**src/hdl/fdc_defines.svh**
```systemverilog
// Register offsets, opcodes, field positions, reset values and timing counts of the decoder.
`ifndef FDC_DEFINES_SVH
`define FDC_DEFINES_SVH
`define OFF_DATA 5'h00
`define OFF_STATUS 5'h04
`define OFF_CTRL 5'h08
`define OFF_INT_STAT 5'h0C
`define OFF_INT_MASK 5'h10
`define OFF_MODE 5'h14
`define OFF_SETUP 5'h18
`define OP_MODE 8'h01
`define OP_VENDOR_ID 8'h18
`define OP_PERP 8'h12
`define OP_RECAL 8'h07
`define OP5_READ 5'h06
`define OP5_READ_DEL 5'h0C
`define OP5_SCAN_EQ 5'h11
`define OP6_READ_ID 6'h0A
`define OP6_READ_TRK 6'h02
`define OP6_REL_SEEK 6'h0F
`define OP_DIR_BIT 6
// Identification byte value is arbitrary.
`define VENDOR_ID_BYTE 8'h5A
`define INVALID_SR0 8'h80
`define RESULT_LEN 3'd7
`define SR0_ABNORMAL 2'b01
`define SR1_OVERRUN 8'h10
`define SR2_SCAN_HIT 8'h08
`define SR2_SCAN_MISS 8'h04
`define SCAN_WILDCARD 8'hFF
`define MODE_RECAL_LONG_BIT 4
`define MODE_WILDCARD_BIT 4
`define RECAL_STEPS_SHORT 8'h50
`define RECAL_STEPS_LONG 8'hFF
`define SECTOR_BASE_BYTES 16'h0080
`define INT_RESULT 0
`define INT_SEEK 1
`define INT_XFER 2
`define RESET_MODE 32'h0000_0000
`define CLK_PERIOD_NS 5
`define STEP_TIME_NS 4000
`define STEP_PULSE_NS 100
`define STEP_CYCLES ((`STEP_TIME_NS + `CLK_PERIOD_NS - 1) / `CLK_PERIOD_NS)
`define STEP_PULSE_CYCLES ((`STEP_PULSE_NS + `CLK_PERIOD_NS - 1) / `CLK_PERIOD_NS)
`endif

```
**src/hdl/fdc_pkg.sv**
```systemverilog
// Types of the floppy command decoder and its head stepper.
package fdc_pkg;
	typedef enum logic [2:0] {PH_CMD, PH_PARAM, PH_EXEC_RD, PH_EXEC_ID, PH_EXEC_SEEK,
		PH_RESULT} phase_t;
	typedef enum logic [3:0] {K_MODE, K_VID, K_PERP, K_READ, K_READ_DEL, K_READ_ID,
		K_READ_TRK, K_RECAL, K_RSEEK, K_SCAN, K_INVALID} kind_t;
	typedef struct packed {
		phase_t phase;
		kind_t kind;
		logic [3:0] need;
		logic [3:0] idx;
		logic [8:0][7:0] cmd;
		logic [6:0][7:0] res;
		logic [2:0] res_cnt;
		logic [2:0] res_idx;
		logic [3:0][7:0] mode;
		logic [7:0] perp;
		logic dma_mode;
		logic [2:0] int_stat;
		logic [2:0] int_mask;
		logic irq;
		logic wait_req;
		logic [31:0] rdata;
		logic [3:0][7:0] track;
		logic [1:0] drive;
		logic head;
		logic [7:0] xbyte;
		logic xfull;
		logic [15:0] left;
		logic overrun;
		logic mismatch;
		logic [2:0] id_cnt;
		logic dma_req;
		logic [7:0] dma_wdata;
		logic t0_s1;
		logic t0_s2;
		logic st_start;
		logic [7:0] st_count;
	} dec_state_t;
	typedef struct packed {
		logic busy;
		logic [7:0] left;
		logic [15:0] timer;
		logic step;
		logic dir;
		logic done;
	} step_state_t;
endpackage

```
**src/hdl/step_if.sv**
```systemverilog
// Handshake between the command decoder and the head stepper.
interface step_if;
	logic start;
	logic outward;
	logic stop_at_zero;
	logic [7:0] count;
	logic at_zero;
	logic done;
	modport ctl (output start, output outward, output stop_at_zero, output count,
		output at_zero, input done);
	modport drv (input start, input outward, input stop_at_zero, input count,
		input at_zero, output done);
endinterface

```
**src/hdl/head_stepper.sv**
```systemverilog
// Step pulse generator that moves the selected head a counted number of tracks.
`include "fdc_defines.svh"
module head_stepper
	import fdc_pkg::*;
#(
	parameter int STEP_CYCLES = `STEP_CYCLES,
	parameter int PULSE_CYCLES = `STEP_PULSE_CYCLES
) (
	input wire logic core_clk_i,
	input wire logic rst_i,
	step_if.drv st,
	output logic step_o,
	output logic dir_o
);
	step_state_t s;
	step_state_t n;

	always_comb begin
		n = s;
		n.done = 1'b0;
		if (!s.busy) begin
			if (st.start) begin
				n.busy = 1'b1;
				n.left = st.count;
				n.dir = ~st.outward;
				n.timer = 16'h0000;
			end
		end else if (s.timer != 16'h0000) begin
			n.timer = s.timer - 16'h0001;
			if (s.timer == 16'(STEP_CYCLES - PULSE_CYCLES)) begin
				n.step = 1'b0;
			end
		end else if (s.left == 8'h00 || (st.stop_at_zero && st.at_zero)) begin
			// Recalibration stops early once the head reports track zero.
			n.busy = 1'b0;
			n.done = 1'b1;
			n.step = 1'b0;
		end else begin
			n.step = 1'b1;
			n.left = s.left - 8'h01;
			n.timer = 16'(STEP_CYCLES - 1);
		end
	end

	always_ff @(posedge core_clk_i or posedge rst_i) begin
		if (rst_i) begin
			s <= '0;
		end else begin
			s <= n;
		end
	end

	assign st.done = s.done;
	assign step_o = s.step;
	assign dir_o = s.dir;
endmodule

```
**src/hdl/floppy_command_decoder.sv**
```systemverilog
// Floppy command decoder with an Avalon-MM register port, DMA and programmed data transfer.
// Function
// - The vendor-identify opcode alone yields one fixed identification result byte.
// - The mode command takes four parameter bytes, stores them and returns no result.
// - The perpendicular command takes one parameter byte, stores it and returns no result.
// - Sector reads move disk bytes to the system by DMA or by programmed transfer.
// - Read-identifier reports the first identifier header found in seven result bytes.
// - Read-track takes the read layout, moves the track data and returns seven results.
// - Recalibrate steps the selected drive outward to track zero with no result.
// - Relative seek steps inward or outward by the given count with no result.
// - Scan-equal compares system bytes with disk bytes and returns seven results.
`include "fdc_defines.svh"
module floppy_command_decoder
	import fdc_pkg::*;
(
	input wire logic core_clk_i,
	input wire logic rst_i,
	input wire logic [4:0] avs_address_i,
	input wire logic avs_read_i,
	input wire logic avs_write_i,
	input wire logic [31:0] avs_writedata_i,
	input wire logic [3:0] avs_byteenable_i,
	output logic [31:0] avs_readdata_o,
	output logic avs_waitrequest_o,
	output logic irq_o,
	input wire logic [7:0] rd_byte_i,
	input wire logic rd_strobe_i,
	input wire logic rd_id_mark_i,
	input wire logic track0_i,
	output logic dma_req_o,
	output logic [7:0] dma_wdata_o,
	input wire logic dma_ack_i,
	input wire logic [7:0] dma_rdata_i,
	input wire logic dma_tc_i,
	output logic [1:0] drive_sel_o,
	output logic head_sel_o,
	output logic step_o,
	output logic dir_o
);
	dec_state_t s;
	dec_state_t n;
	logic req;
	logic go;
	logic wr_data;
	logic rd_data;
	logic [7:0] wbyte;
	logic exec_pio;
	logic is_scan;
	logic [7:0] status_byte;
	logic [2:0] int_set;
	logic [2:0] int_clr;
	logic launch;
	logic finish;
	logic [7:0] sys_byte;
	logic sys_valid;
	kind_t dec_kind;

	step_if st_bus();

	function automatic kind_t decode_op(input logic [7:0] op);
		if (op == `OP_MODE) begin
			decode_op = K_MODE;
		end else if (op == `OP_VENDOR_ID) begin
			decode_op = K_VID;
		end else if (op == `OP_PERP) begin
			decode_op = K_PERP;
		end else if (op == `OP_RECAL) begin
			decode_op = K_RECAL;
		end else if (op[4:0] == `OP5_READ) begin
			decode_op = K_READ;
		end else if (op[4:0] == `OP5_READ_DEL) begin
			decode_op = K_READ_DEL;
		end else if (op[4:0] == `OP5_SCAN_EQ) begin
			decode_op = K_SCAN;
		end else if (!op[7] && op[5:0] == `OP6_READ_ID) begin
			decode_op = K_READ_ID;
		end else if (!op[7] && op[5:0] == `OP6_READ_TRK) begin
			decode_op = K_READ_TRK;
		end else if (op[7] && op[5:0] == `OP6_REL_SEEK) begin
			decode_op = K_RSEEK;
		end else begin
			decode_op = K_INVALID;
		end
	endfunction

	function automatic logic [3:0] params_of(input kind_t k);
		case (k)
			K_MODE: params_of = 4'd4;
			K_PERP, K_READ_ID, K_RECAL: params_of = 4'd1;
			K_RSEEK: params_of = 4'd2;
			K_READ, K_READ_DEL, K_READ_TRK, K_SCAN: params_of = 4'd8;
			default: params_of = 4'd0;
		endcase
	endfunction

	assign req = avs_read_i | avs_write_i;
	assign go = req & ~s.wait_req;
	assign wbyte = avs_writedata_i[7:0];
	assign wr_data = go & avs_write_i & (avs_address_i == `OFF_DATA) & avs_byteenable_i[0];
	assign rd_data = go & avs_read_i & (avs_address_i == `OFF_DATA);
	assign is_scan = (s.kind == K_SCAN);
	assign exec_pio = (s.phase == PH_EXEC_RD) & ~s.dma_mode;
	assign dec_kind = decode_op(wbyte);
	// Main status: request-for-master, direction to host, programmed execution, busy, drive.
	assign status_byte = {(s.phase == PH_CMD) | (s.phase == PH_PARAM) | (s.phase == PH_RESULT)
		| (exec_pio & s.xfull), (s.phase == PH_RESULT) | (exec_pio & ~is_scan), exec_pio,
		s.phase != PH_CMD, 2'b00, s.drive};

	always_comb begin
		n = s;
		int_set = 3'b000;
		int_clr = 3'b000;
		launch = 1'b0;
		finish = 1'b0;
		sys_byte = 8'h00;
		sys_valid = 1'b0;
		n.wait_req = ~(req & s.wait_req);
		n.t0_s1 = track0_i;
		n.t0_s2 = s.t0_s1;
		n.st_start = 1'b0;
		if (req & s.wait_req & avs_read_i) begin
			if (avs_address_i == `OFF_DATA) begin
				n.rdata = {24'h00_0000, (s.phase == PH_RESULT) ? s.res[s.res_idx] : s.xbyte};
			end else if (avs_address_i == `OFF_STATUS) begin
				n.rdata = {24'h00_0000, status_byte};
			end else if (avs_address_i == `OFF_CTRL) begin
				n.rdata = {31'h0000_0000, s.dma_mode};
			end else if (avs_address_i == `OFF_INT_STAT) begin
				n.rdata = {29'h0000_0000, s.int_stat};
			end else if (avs_address_i == `OFF_INT_MASK) begin
				n.rdata = {29'h0000_0000, s.int_mask};
			end else if (avs_address_i == `OFF_MODE) begin
				n.rdata = s.mode;
			end else if (avs_address_i == `OFF_SETUP) begin
				n.rdata = {16'h0000, s.track[s.drive], s.perp};
			end else begin
				n.rdata = 32'h0000_0000;
			end
		end
		if (go & avs_write_i & avs_byteenable_i[0]) begin
			if (avs_address_i == `OFF_CTRL) begin
				n.dma_mode = wbyte[0];
			end else if (avs_address_i == `OFF_INT_MASK) begin
				n.int_mask = wbyte[2:0];
			end else if (avs_address_i == `OFF_INT_STAT) begin
				int_clr = wbyte[2:0];
			end
		end
		case (s.phase)
			PH_CMD: begin
				if (wr_data) begin
					n.cmd[0] = wbyte;
					n.kind = dec_kind;
					n.need = params_of(dec_kind);
					n.idx = 4'd0;
					n.res_idx = 3'd0;
					n.res_cnt = 3'd1;
					if (dec_kind == K_VID) begin
						n.res[0] = `VENDOR_ID_BYTE;
						n.phase = PH_RESULT;
						int_set[`INT_RESULT] = 1'b1;
					end else if (dec_kind == K_INVALID) begin
						n.res[0] = `INVALID_SR0;
						n.phase = PH_RESULT;
						int_set[`INT_RESULT] = 1'b1;
					end else begin
						n.phase = PH_PARAM;
					end
				end
			end
			PH_PARAM: begin
				if (wr_data) begin
					n.cmd[s.idx + 4'd1] = wbyte;
					n.idx = s.idx + 4'd1;
					launch = (s.idx + 4'd1 == s.need);
				end
			end
			PH_EXEC_RD: begin
				if (rd_strobe_i) begin
					if (s.xfull) begin
						n.overrun = 1'b1;
					end else begin
						n.xbyte = rd_byte_i;
						n.xfull = 1'b1;
						if (!is_scan) begin
							n.left = s.left - 16'h0001;
							n.dma_wdata = rd_byte_i;
						end
						n.dma_req = s.dma_mode;
						int_set[`INT_XFER] = ~s.dma_mode;
					end
				end
				if (s.dma_req & dma_ack_i) begin
					n.dma_req = 1'b0;
					n.xfull = 1'b0;
					sys_valid = is_scan;
					sys_byte = dma_rdata_i;
				end
				if (exec_pio & rd_data & ~is_scan) begin
					n.xfull = 1'b0;
				end
				if (exec_pio & wr_data & is_scan & s.xfull) begin
					n.xfull = 1'b0;
					sys_valid = 1'b1;
					sys_byte = wbyte;
				end
				if (sys_valid) begin
					n.left = s.left - 16'h0001;
					if (sys_byte != s.xbyte && !(s.mode[2][`MODE_WILDCARD_BIT]
						&& sys_byte == `SCAN_WILDCARD)) begin
						n.mismatch = 1'b1;
					end
				end
				finish = n.overrun | dma_tc_i | (n.left == 16'h0000 & ~n.xfull);
			end
			PH_EXEC_ID: begin
				if (rd_id_mark_i) begin
					n.id_cnt = 3'd1;
				end else if (s.id_cnt != 3'd0 && rd_strobe_i) begin
					n.res[s.id_cnt + 3'd2] = rd_byte_i;
					n.id_cnt = s.id_cnt + 3'd1;
					if (s.id_cnt == 3'd4) begin
						n.res[0] = {3'b000, 2'b00, s.head, s.drive};
						n.res[1] = 8'h00;
						n.res[2] = 8'h00;
						n.res_cnt = `RESULT_LEN;
						n.res_idx = 3'd0;
						n.phase = PH_RESULT;
						int_set[`INT_RESULT] = 1'b1;
					end
				end
			end
			PH_EXEC_SEEK: begin
				if (st_bus.done) begin
					if (s.kind == K_RECAL) begin
						n.track[s.drive] = 8'h00;
					end else if (s.cmd[0][`OP_DIR_BIT]) begin
						n.track[s.drive] = s.track[s.drive] + s.st_count;
					end else if (s.track[s.drive] > s.st_count) begin
						n.track[s.drive] = s.track[s.drive] - s.st_count;
					end else begin
						n.track[s.drive] = 8'h00;
					end
					n.phase = PH_CMD;
					int_set[`INT_SEEK] = 1'b1;
				end
			end
			PH_RESULT: begin
				if (rd_data) begin
					n.res_idx = s.res_idx + 3'd1;
					if (s.res_idx + 3'd1 == s.res_cnt) begin
						n.phase = PH_CMD;
					end
				end
			end
			default: n.phase = PH_CMD;
		endcase
		if (launch) begin
			n.drive = n.cmd[1][1:0];
			n.head = n.cmd[1][2];
			case (s.kind)
				K_MODE: begin
					n.mode = {n.cmd[4], n.cmd[3], n.cmd[2], n.cmd[1]};
					n.phase = PH_CMD;
				end
				K_PERP: begin
					n.perp = n.cmd[1];
					n.phase = PH_CMD;
				end
				K_READ_ID: begin
					n.id_cnt = 3'd0;
					n.phase = PH_EXEC_ID;
				end
				K_RECAL: begin
					n.head = 1'b0;
					n.st_start = 1'b1;
					n.st_count = s.mode[1][`MODE_RECAL_LONG_BIT] ? `RECAL_STEPS_LONG
						: `RECAL_STEPS_SHORT;
					n.phase = PH_EXEC_SEEK;
				end
				K_RSEEK: begin
					n.st_start = 1'b1;
					n.st_count = n.cmd[2];
					n.phase = PH_EXEC_SEEK;
				end
				default: begin
					// Size code zero lets the data length byte give the count, except for scan-equal.
					n.left = (s.kind != K_SCAN && n.cmd[5] == 8'h00) ? {8'h00, n.cmd[8]}
						: (`SECTOR_BASE_BYTES << n.cmd[5][2:0]);
					n.overrun = 1'b0;
					n.mismatch = 1'b0;
					n.xfull = 1'b0;
					n.dma_req = 1'b0;
					n.phase = PH_EXEC_RD;
				end
			endcase
		end
		if (finish) begin
			n.res[0] = {n.overrun ? `SR0_ABNORMAL : 2'b00, 3'b000, s.head, s.drive};
			n.res[1] = n.overrun ? `SR1_OVERRUN : 8'h00;
			n.res[2] = is_scan ? (n.mismatch ? `SR2_SCAN_MISS : `SR2_SCAN_HIT) : 8'h00;
			n.res[3] = s.cmd[2];
			n.res[4] = s.cmd[3];
			n.res[5] = s.cmd[4];
			n.res[6] = s.cmd[5];
			n.res_cnt = `RESULT_LEN;
			n.res_idx = 3'd0;
			n.dma_req = 1'b0;
			n.xfull = 1'b0;
			n.phase = PH_RESULT;
			int_set[`INT_RESULT] = 1'b1;
		end
		// A new event wins over a clear written in the same cycle.
		n.int_stat = (s.int_stat & ~int_clr) | int_set;
		n.irq = |(n.int_stat & n.int_mask);
	end

	always_ff @(posedge core_clk_i or posedge rst_i) begin
		if (rst_i) begin
			s <= '0;
			s.wait_req <= 1'b1;
			s.mode <= `RESET_MODE;
		end else begin
			s <= n;
		end
	end

	assign st_bus.start = s.st_start;
	assign st_bus.outward = (s.kind == K_RECAL) | ~s.cmd[0][`OP_DIR_BIT];
	assign st_bus.stop_at_zero = (s.kind == K_RECAL);
	assign st_bus.count = s.st_count;
	assign st_bus.at_zero = s.t0_s2;

	head_stepper u_stepper (
		.core_clk_i(core_clk_i),
		.rst_i(rst_i),
		.st(st_bus),
		.step_o(step_o),
		.dir_o(dir_o)
	);

	assign avs_readdata_o = s.rdata;
	assign avs_waitrequest_o = s.wait_req;
	assign irq_o = s.irq;
	assign dma_req_o = s.dma_req;
	assign dma_wdata_o = s.dma_wdata;
	assign drive_sel_o = s.drive;
	assign head_sel_o = s.head;
endmodule

```
**config.mk**
```make
export PLATFORM = sky130hd
export DESIGN_NAME = floppy_command_decoder
export DESIGN_NICKNAME = d
export VERILOG_FILES = /design/src/hdl/fdc_pkg.sv /design/src/hdl/step_if.sv /design/src/hdl/head_stepper.sv /design/src/hdl/floppy_command_decoder.sv
export VERILOG_INCLUDE_DIRS = /design/src /design/src/hdl
export SDC_FILE = /design/constraint.sdc
export NUM_CORES = 1
export LEC_CHECK = 0
export BUFFER_PORTS_ARGS = -buffer_cell sky130_fd_sc_hd__buf_2
export CAP_MARGIN = 20
export CORE_MARGIN = 2
export CORE_UTILIZATION = 60
export CTS_CLUSTER_DIAMETER = 200
export CTS_CLUSTER_SIZE = 12
export DETAILED_ROUTE_END_ITERATION = 8
export PLACE_DENSITY = 0.79
export SLEW_MARGIN = 20
export SYNTH_ARGS = -nofsm -noshare
export SYNTH_HDL_FRONTEND = slang
export SYNTH_SLANG_ARGS = --single-unit
```
**constraint.sdc**
```tcl
create_clock -name core_clk_i -period 15.35 [get_ports core_clk_i]
set_input_delay 0 -clock core_clk_i [delete_from_list [all_inputs] [get_ports core_clk_i]]
set_output_delay 0 -clock core_clk_i [all_outputs]
set_load 0.05 [all_outputs]
```
==> out/summary.txt, run 1 <==
Status: finished clean
Syn Area/Cell: 9.85 µm²
Register share of total power: 50.7%
Die X: 174 µm
Die area: 30,100 µm²
Final period util: 28.7%
Crit path time final: 4.40 ns
Via count: 14,300
Share of cells above drive strength 1: 14.1%
Vias in the first global route: 13,800
Boundary Pins: 114
TritonRoute pass-1 iters: 7
Simple-gate share of the synthesized area: 17.2%
Worst Max-Slew Pin Slew: 1.12 ns
Register Area: 7980 µm²
CTS-repair resized insts: 0
Routability cong.: 0.954
Cell mode on critical path: inv_1
Relative slew slack: 24.5%
Largest net degree at the start of global routing: 177
Max Clock Skew: 0.0195 ns
Cell area after layout: 18,600 µm²
Place WS: 11.02 ns
Critical path, cell by cell: mux4_2 > inv_1 > ha_1 > inv_1 > fa_1 > a21o_1 > a21oi_1 > o21ai_0 > a211o_1 > nand2_1 > nor2_1 > a22oi_1 > o31ai_1
NumNets Final: 1,865
Final ANT Viol Nets: 0
Most frequent cells in the layout: dfrtp_1 (318), nand2_1 (210), o21ai_0 (149)
Area of the multi-input gates: 8330 µm²
Clock network power share: 38.0%
Final setup TNS: 0 ns
DRC viols: 0
GRT Util Overall: 32.2%
Placed cell areas: 17,600 µm²
Ant diodes: 0
# rows: 62
Post-CTS Setup Inserts: 0
Worst Setup Start Kind: flop
Final wirelength: 48,100 µm
Synth async-reset ratio: 100%
Cells after Synth: 1,753
HPWL after detailed placement: 33,300 µm
Clock root buffer: clkbuf_16
Kind of critical path: flop to flop
Post-Synth Adder-Cell Area: 2.19%
# hold bufs at CTS: 17
Reg2reg setup slack: 10.95 ns
Initial antenna violation count: 1
CTS tree: yes
Clock-pin slew on the worst setup and hold paths: 0.06 ns
CP max stage delay: 0.87 ns
Buffer depth of the longest clock path: 3
CP Data Required Time: 15.76 ns
Pwr Density: 95.1 nW/µm²
Yosys reg bits: 319
Worst Setup End Kind: flop
Max cap viols: 0
Core ar.: 28,500 µm²
Syn-to-layout area delta: 7.68%
Worst IR Drop VDD: 0.0000873 V
Slowest cell on the critical path: dfrtp_1
Synth Area in XOR/XNOR: 2.08%
Hold Path Class: primary input to flop
Layout fillers: 2,314
Die H: 174 µm
Worst Slack Setup Final: 10.95 ns
Sw frac: 27.0%
Int Pwr: 1.29 mW
Commonest non-fill, non-tap cell in the layout: dfrtp_1
RSZ-0062 raised after global routing: false
Post-synthesis sequential area ratio: 46.2%
WL per Instance: 22.2 µm
Cell variety after synth: 98
Synth warn: 0
Final Setup Violations: 0
CP arrival: 4.81 ns
Final Max Slew Viols: 0
Netlist Area Pre-Place: 17,300 µm²
Initial drt markers: 1,958
Fmax: 0.227 GHz
EDFF count, synth: 0
Largest family of logic cells by synthesized area: compound AO/OA/AOI/OAI gates
Starting density of the core: 60.5%
DR vias/cell: 6.59
Clock Sinks: 319
Synth Area in Compound Gates: 18.6%
Final Hold Vio Count: 0
CTS Buf Count: 30
Net Switching: 477 µW
Leakage: 8.65 nW
CP max FO: 19
Top FF cell, synth: dfrtp_1
Post-Syn Nets: 1,848
Grt ovf: 0
IO buf count: 86
Combinational fraction of design power: 11.3%
# H-tree levels: 1
Skew-Pair Late Insertion Delay: 0.56 ns
Post-synthesis mux area share: 8.15%
First-pass GRT wire length: 77,100 µm
synthesized netlist by cell type, types with 11 or more instances:
library cell | number | share of area [%]
mux4_2 | 16 | 2.1
o211ai_1 | 18 | 0.78
nand3_1 | 44 | 1.3
or3_1 | 16 | 0.58
and2_1 | 39 | 1.4
a21oi_1 | 76 | 2.2
nor3_1 | 35 | 1.0
buf_4 | 45 | 2.0
mux2i_1 | 30 | 1.7
ha_1 | 27 | 2.0
mux2_2 | 63 | 4.1
nand2_1 | 211 | 4.6
xor2_1 | 21 | 1.1
o21ai_0 | 149 | 4.3
nor2_1 | 89 | 1.9
nor2b_1 | 15 | 0.54
xnor2_1 | 20 | 1.0
a221o_1 | 37 | 2.1
a22o_1 | 28 | 1.4
and3_1 | 12 | 0.43
nand2b_1 | 17 | 0.62
clkbuf_1 | 71 | 1.5
o31ai_1 | 22 | 0.96
a31oi_1 | 11 | 0.40
dfrtp_1 | 318 | 46
nor4_1 | 22 | 0.80
nand4_1 | 16 | 0.58
inv_1 | 71 | 1.5
a22oi_1 | 13 | 0.57
nand4b_1 | 11 | 0.56
logic make-up after synthesis:
| logic type | after synthesis |
|---|---|
| simple gates | 577 |
| flops | 319 |
| buf+inv | 201 |
| mux | 112 |
| xor+xnor | 41 |
| fa+ha+maj | 29 |
| compound gates | 474 |
worst max-delay path: cells and delay by family (launching register included):
family | cells | cell delay [ns]
fa+ha+maj | 2 | 0.59
compound gates | 6 | 1.50
buf+inv | 2 | 0.15
flops | 1 | 0.87
simple gates | 2 | 0.66
mux | 1 | 0.49
routing by layer:
layer  up-vias  share of wire, %  global-route usage [%]
li1       6371                 -                       -
met1      6993                42                    46.7
met2       775                44                    48.8
met3       136                10                    6.43
met4         0               3.8                    11.0
met5         -                 0                       0
final timing paths:
path / cells past startpoint / from / end
min reg2reg: 0 / n[9] / st_bus.at_zero
min: 2 / avs_writedata_i[3] / s[271]
max reg2reg: 13 / drive_sel_o[1] / s[57]
max in group asynchronous: 4 / rst_i / s[28]
min in group asynchronous: 3 / rst_i / avs_readdata_o[27]
max: 13 / drive_sel_o[1] / s[57]
final cells by class:
class | instances | share of cell area, %
multi-input combinational | 1233 | 44.8
sequential | 319 | 42.9
clock buffer | 43 | 4.42
timing repair buffer | 113 | 3.70
tap | 384 | 2.58
inverter | 73 | 1.51
clock inverter | 1 | 0.0404
power by group through the flow:
| stage | sequential [mW] | clock (mW) | combinational, mW |
|---|---|---|---|
| after global routing | 0.899 | 0.715 | 0.215 |
| after global placement | 0.910 | 0 | 0.185 |
| after detailed placement | 0.911 | 0 | 0.189 |
| after CTS | 0.896 | 0.680 | 0.195 |
| after floorplan | 0.879 | 0 | 0.162 |
| final | 0.897 | 0.672 | 0.199 |
state kept, by name, indices dropped and copies added (netlist names), 2 cells and up:
| register | cells |
|---|---|
| st_bus.count | 8 |
| drive_sel_o | 2 |
| s | 234 |
| dma_wdata_o | 8 |
| avs_readdata_o | 32 |
| u_stepper.s | 25 |
through the flow:
stage               instances  utilization, %  hold WS [ns]  power (mW)
floorplan                1753               -        0.0314        1.04
global placement         2105            61.6         0.108        1.09
detailed placement       2105            61.6         0.110        1.10
CTS                      2166            65.1       0.00993        1.77
global route             2166            65.1        0.0348        1.83
finish                   2166            65.1        0.0256        1.77
No activity file was read; power rests on OpenSTA's default activity.
==> inputs of run 2 (changes only) <==
CORE_UTILIZATION = 55   (was 60)
PLACE_DENSITY = 0.76   (was 0.79)
clock period = 3.6 ns   (was 15.35 ns; I/O delays follow)
==> run 2 against run 1 <==
Against the previous run: clock skew is 0.0048 ns lower; wire length grew 2.6%; die area up 8.9%; register-to-register slack lost 11 ns; critical endpoint is now s[58].
==> out/summary.txt, run 2 (synthesis results as in run 1) <==
Max cap viols: 0
Worst Setup End Kind: flop
CTS Buf Count: 30
Worst Setup Start Kind: flop
Final Setup Violations: 0
Fmax: 0.294 GHz
Worst r2r dst: s[58]
HPWL after detailed placement: 34,700 µm
Worst R2R Start: drive_sel_o[0]
Initial drt markers: 1,694
TritonRoute pass-1 iters: 8
Final setup TNS: 0 ns
CP Data Required Time: 4.07 ns
Layout fillers: 2,581
CP max stage delay: 0.56 ns
Ant diodes: 0
NumNets Final: 1,904
GRT Util Overall: 30.0%
Starting density of the core: 56.1%
Syn-to-layout area delta: 9.74%
CP arrival: 3.87 ns
# rows: 64
IO buf count: 86
Worst IR Drop VDD: 0.000406 V
Max Clock Skew: 0.0147 ns
Crit path depth: 14
Crit path time final: 3.40 ns
Top delay family on crit path: compound AO/OA/AOI/OAI gates
Final Hold Vio Count: 0
Dpl cells: 2,151
DRC viols: 0
Status: finished clean
Die X: 181 µm
Cell mode on critical path: inv_1
Max FFs per register: 234
Commonest non-fill, non-tap cell in the layout: dfrtp_1
Relative slew slack: 49.9%
Pwr Density: 400 nW/µm²
Die area: 32,800 µm²
Largest net degree at the start of global routing: 140
Worst Max-Slew Pin Slew: 0.752 ns
Core ar.: 30,700 µm²
Routability cong.: 1.00
Post-CTS Setup Inserts: 0
Grt ovf: 0
Initial antenna violation count: 1
CP max FO: 10
Vias in the first global route: 13,800
Clock-pin slew on the worst setup and hold paths: 0.06 ns
Worst reg-to-reg path cell count: 14
# H-tree levels: 1
Final ANT Viol Nets: 0
Slowest cell on the critical path: mux4_2
Final period util: 94.4%
Critical path, cell by cell: mux4_2 > inv_1 > ha_1 > inv_1 > fa_1 > a21o_1 > a21oi_1 > o21ai_0 > a211o_1 > nand2_2 > buf_4 > and3_1 > a311oi_1 > o31ai_1
Skew-Pair Late Insertion Delay: 0.57 ns
Hold Path Class: primary input to flop
Boundary Pins: 114
Kind of critical path: flop to flop
Final Max Slew Viols: 0
Final wirelength: 49,400 µm
Die H: 181 µm
DR vias/cell: 6.51
Post-Layout Cell Count: 2,216
Buffer depth of the longest clock path: 3
CP bufs+invs: 3
RSZ-0062 raised after global routing: true
Most frequent cells in the layout: dfrtp_1 (318), nand2_1 (209), o21ai_0 (149)
Leakage: 8.83 nW
Reg2reg setup slack: 0.20 ns
Crit path to: s[58]
Largest Register: s
CTS tree: yes
Clock Sinks: 319
Clock root buffer: clkbuf_16
Worst setup startpoint: drive_sel_o[0]
First-pass GRT wire length: 77,900 µm
Final Total Pwr: 7.58 mW
Area of the multi-input gates: 8340 µm²
Register Area: 7980 µm²
Share of cells above drive strength 1: 15.9%
WL per Instance: 22.3 µm
Via count: 14,400
-- run 2: cell count changes in the layout (fill, tap and decap cells not counted), moves of 2 or more --
cell / change
buf_4: +32
a21oi_1: -2
buf_12: +2
a21oi_2: +2
dlygate4sd3_1: +5
-- run 2: report_power, final --
part           switching [mW]  internal [mW]
registers               0.129           3.64
logic                   0.583          0.346
clock network            1.34           1.55
-- run 2: repair_timing --
action	CTS	global route
hold endpoints to repair	394	0
hold buffers	22	0
endpoints found under the setup margin	0	13
gates resized for setup	0	4
-- run 2: layout make-up --
| cell class | count | area share [%] |
|---|---|---|
| Timing Repair Buffer | 152 | 5.38 |
| Inverter | 73 | 1.47 |
| Clock buffer | 42 | 4.31 |
| Tap cell | 396 | 2.62 |
| Clock inverter | 1 | 0.0396 |
| Multi-Input combinational cell | 1233 | 44.0 |
| Sequential cell | 319 | 42.1 |
-- run 2: routing by layer --
metal	up-vias	track usage, %	routed length [µm]
met5	-	0	13
met4	2	9.95	1730
met3	132	6.23	4680
met2	740	45.6	21600
met1	7087	43.1	21300
li1	6460	-	-
-- run 2: metrics by stage --
step | setup WS (ns) | util [%] | hold slack [ns] | instance area [µm²]
after floorplan | -0.652 | - | 0.0314 | 17300
after global placement | 0.206 | 58.2 | -0.0815 | 17900
after detailed placement | 0.100 | 58.2 | -0.0834 | 17900
after CTS | 0.0960 | 61.6 | 0.00858 | 18900
after global routing | -0.00283 | 61.6 | 0.0380 | 18900
final | 0.201 | 61.6 | 0.0338 | 18900
-- run 2: worst min-delay path by stage --
stage	cells past startpoint	startpoint	end	slack [ns]
after global placement	2	rst_i	avs_readdata_o[27]	-0.08
after CTS	3	avs_address_i[2]	s[125]	0.009
after global routing	2	avs_writedata_i[3]	s[271]	0.04
after detailed placement	2	rst_i	avs_readdata_o[27]	-0.08
final	2	avs_writedata_i[3]	s[271]	0.03
after floorplan	0	track0_i	n[9]	0.03
==> inputs of run 3 (changes only) <==
CORE_UTILIZATION = 60   (was 55)
PLACE_DENSITY = 0.79   (was 0.76)
clock period = 3.7 ns   (was 3.6 ns; I/O delays follow)
==> run 3 against run 2 <==
Against the previous run: sequential share of layout area is 0.15 points higher; combinational power fell by 3.0%; cell count down 0.68%; critical path depth down 1; critical endpoint is now s[57].
==> out/summary.txt, run 3 (synthesis results as in run 1) <==
Status: finished clean
Clock network power share: 38.1%
CP bufs+invs: 2
Post-Layout Cell Count: 2,201
DRC viols: 0
Slowest cell on the critical path: mux4_2
CTS Buf Count: 30
Crit path time final: 3.47 ns
Skew-Pair Late Insertion Delay: 0.57 ns
CP max FO: 4
TritonRoute pass-1 iters: 6
CP Data Required Time: 4.11 ns
First-pass GRT wire length: 77,300 µm
Clock-pin slew on the worst setup and hold paths: 0.07 ns
Initial drt markers: 1,884
Via count: 14,600
Final Setup Violations: 0
Max Clock Skew: 0.0310 ns
Worst Setup Start Kind: flop
Die H: 174 µm
NumNets Final: 1,899
Hold Path Class: primary input to flop
IO buf count: 86
Pwr Density: 391 nW/µm²
Die X: 174 µm
Relative slew slack: 37.9%
Fmax: 0.288 GHz
Ant diodes: 0
HPWL after detailed placement: 33,800 µm
Int Pwr: 5.39 mW
# rows: 62
CP max stage delay: 0.57 ns
Final period util: 93.7%
Largest Register: s
Largest net degree at the start of global routing: 132
Core ar.: 28,500 µm²
Clock root buffer: clkbuf_16
Die area: 30,100 µm²
Final Total Pwr: 7.38 mW
Grt ovf: 0
Max cap viols: 0
Cell mode on critical path: inv_1
Dpl cells: 2,138
DR vias/cell: 6.62
Clock Sinks: 319
Sw frac: 27.0%
Final Max Slew Viols: 0
Starting density of the core: 60.5%
Share of cells above drive strength 1: 15.8%
Initial antenna violation count: 2
Boundary Pins: 114
Kind of critical path: flop to flop
Syn-to-layout area delta: 9.35%
Worst Max-Slew Pin Slew: 0.931 ns
CTS tree: yes
CP arrival: 3.88 ns
Worst Setup End Kind: flop
Critical path, cell by cell: mux4_2 > inv_1 > ha_1 > inv_1 > fa_1 > a21o_1 > a21oi_1 > o21ai_0 > a211o_1 > nand2_1 > nor2_1 > a22oi_1 > o31ai_1
Commonest non-fill, non-tap cell in the layout: dfrtp_1
Top delay family on crit path: compound AO/OA/AOI/OAI gates
RSZ-0062 raised after global routing: false
Net Switching: 1.99 mW
Final ANT Viol Nets: 0
Worst IR Drop VDD: 0.000436 V
Routability cong.: 0.991
Final wirelength: 48,800 µm
Most frequent cells in the layout: dfrtp_1 (318), nand2_1 (210), o21ai_0 (149)
# H-tree levels: 1
Final Hold Vio Count: 0
Register share of total power: 49.7%
Vias in the first global route: 14,100
GRT Util Overall: 32.2%
Buffer depth of the longest clock path: 3
WL per Instance: 22.2 µm
Combinational fraction of design power: 12.2%
Max FFs per register: 234
Leakage: 8.81 nW
[run 3: cell count changes in the layout (fill, tap and decap cells not counted)]
cell           change
clkbuf_1           +2
a22oi_1            +1
o21ai_4            +1
buf_12             -1
nand2_2            -1
a22oi_2            -1
dlygate4sd3_1      -4
nand2_1            +1
o21ai_2            -1
[run 3: routing by layer]
layer  wire (µm)  track usage (%)
met5          16                0
met4        1800             10.0
met3        4930             6.32
met2       21600             49.0
met1       20500             47.2
[run 3: per-stage QoR]
step	setup TNS [ns]	hold slack [ns]	utilization, %	area (µm²)	worst slack [ns]
5_1_grt	0	0.0298	66.1	18900	0.0240
6_report	0	0.0323	66.1	18900	0.232
2_1_floorplan	-175.53	0.0314	-	17300	-0.552
4_1_cts	0	0.00856	66.1	18900	0.223
3_5_place_dp	0	0.110	62.5	17800	0.236
3_3_place_gp	0	0.108	62.5	17800	0.261
[run 3: repair_timing]
action	4_1_cts	5_1_grt
hold endpoints to repair	335	0
setup endpoints to repair	0	18
hold buffers	18	0
buffers inserted	0	0
gates resized for setup	0	4
[run 3: final timing paths]
kind,depth (start not counted),endpoint,startpoint,slack [ns]
worst min-delay path,4,s[125],avs_byteenable_i[0],0.03
worst max register to register,13,s[57],drive_sel_o[0],0.23
max in group asynchronous,5,s[54],rst_i,2.39
min in group asynchronous,4,u_stepper.s[18],rst_i,0.20
worst max-delay path,13,s[57],drive_sel_o[0],0.23
worst min register to register,0,st_bus.at_zero,n[9],0.35
[run 3: layout make-up]
cell class / instances / area [µm²]
Tap cell: 384 / 480
Clock buffer: 44 / 825
Timing Repair Buffer: 147 / 958
Multi-Input combinational cell: 1233 / 8340
Fill cell: 2257 / 9670
Clock inverter: 1 / 7.51
Sequential cell: 319 / 7980
Inverter: 73 / 278
[run 3: power by group through the flow]
stage                     Combinational, mW  Clock, mW  Sequential (mW)
after floorplan                       0.673          0             3.65
after global placement                0.847          0             3.73
after detailed placement              0.866          0             3.73
after CTS                             0.886       2.82             3.67
after global routing                  0.981       2.96             3.68
final                                 0.901       2.81             3.67
[run 3: worst reg2reg max path: cells and delay by family (launching register included)]
family,cells,cell delay [ns]
AND/OR/NAND/NOR,2,0.23
adder cells (fa/ha/maj),2,0.58
AO/OA/AOI/OAI,6,1.40
multiplexers,1,0.57
buffers and inverters,2,0.14
flip-flops,1,0.40
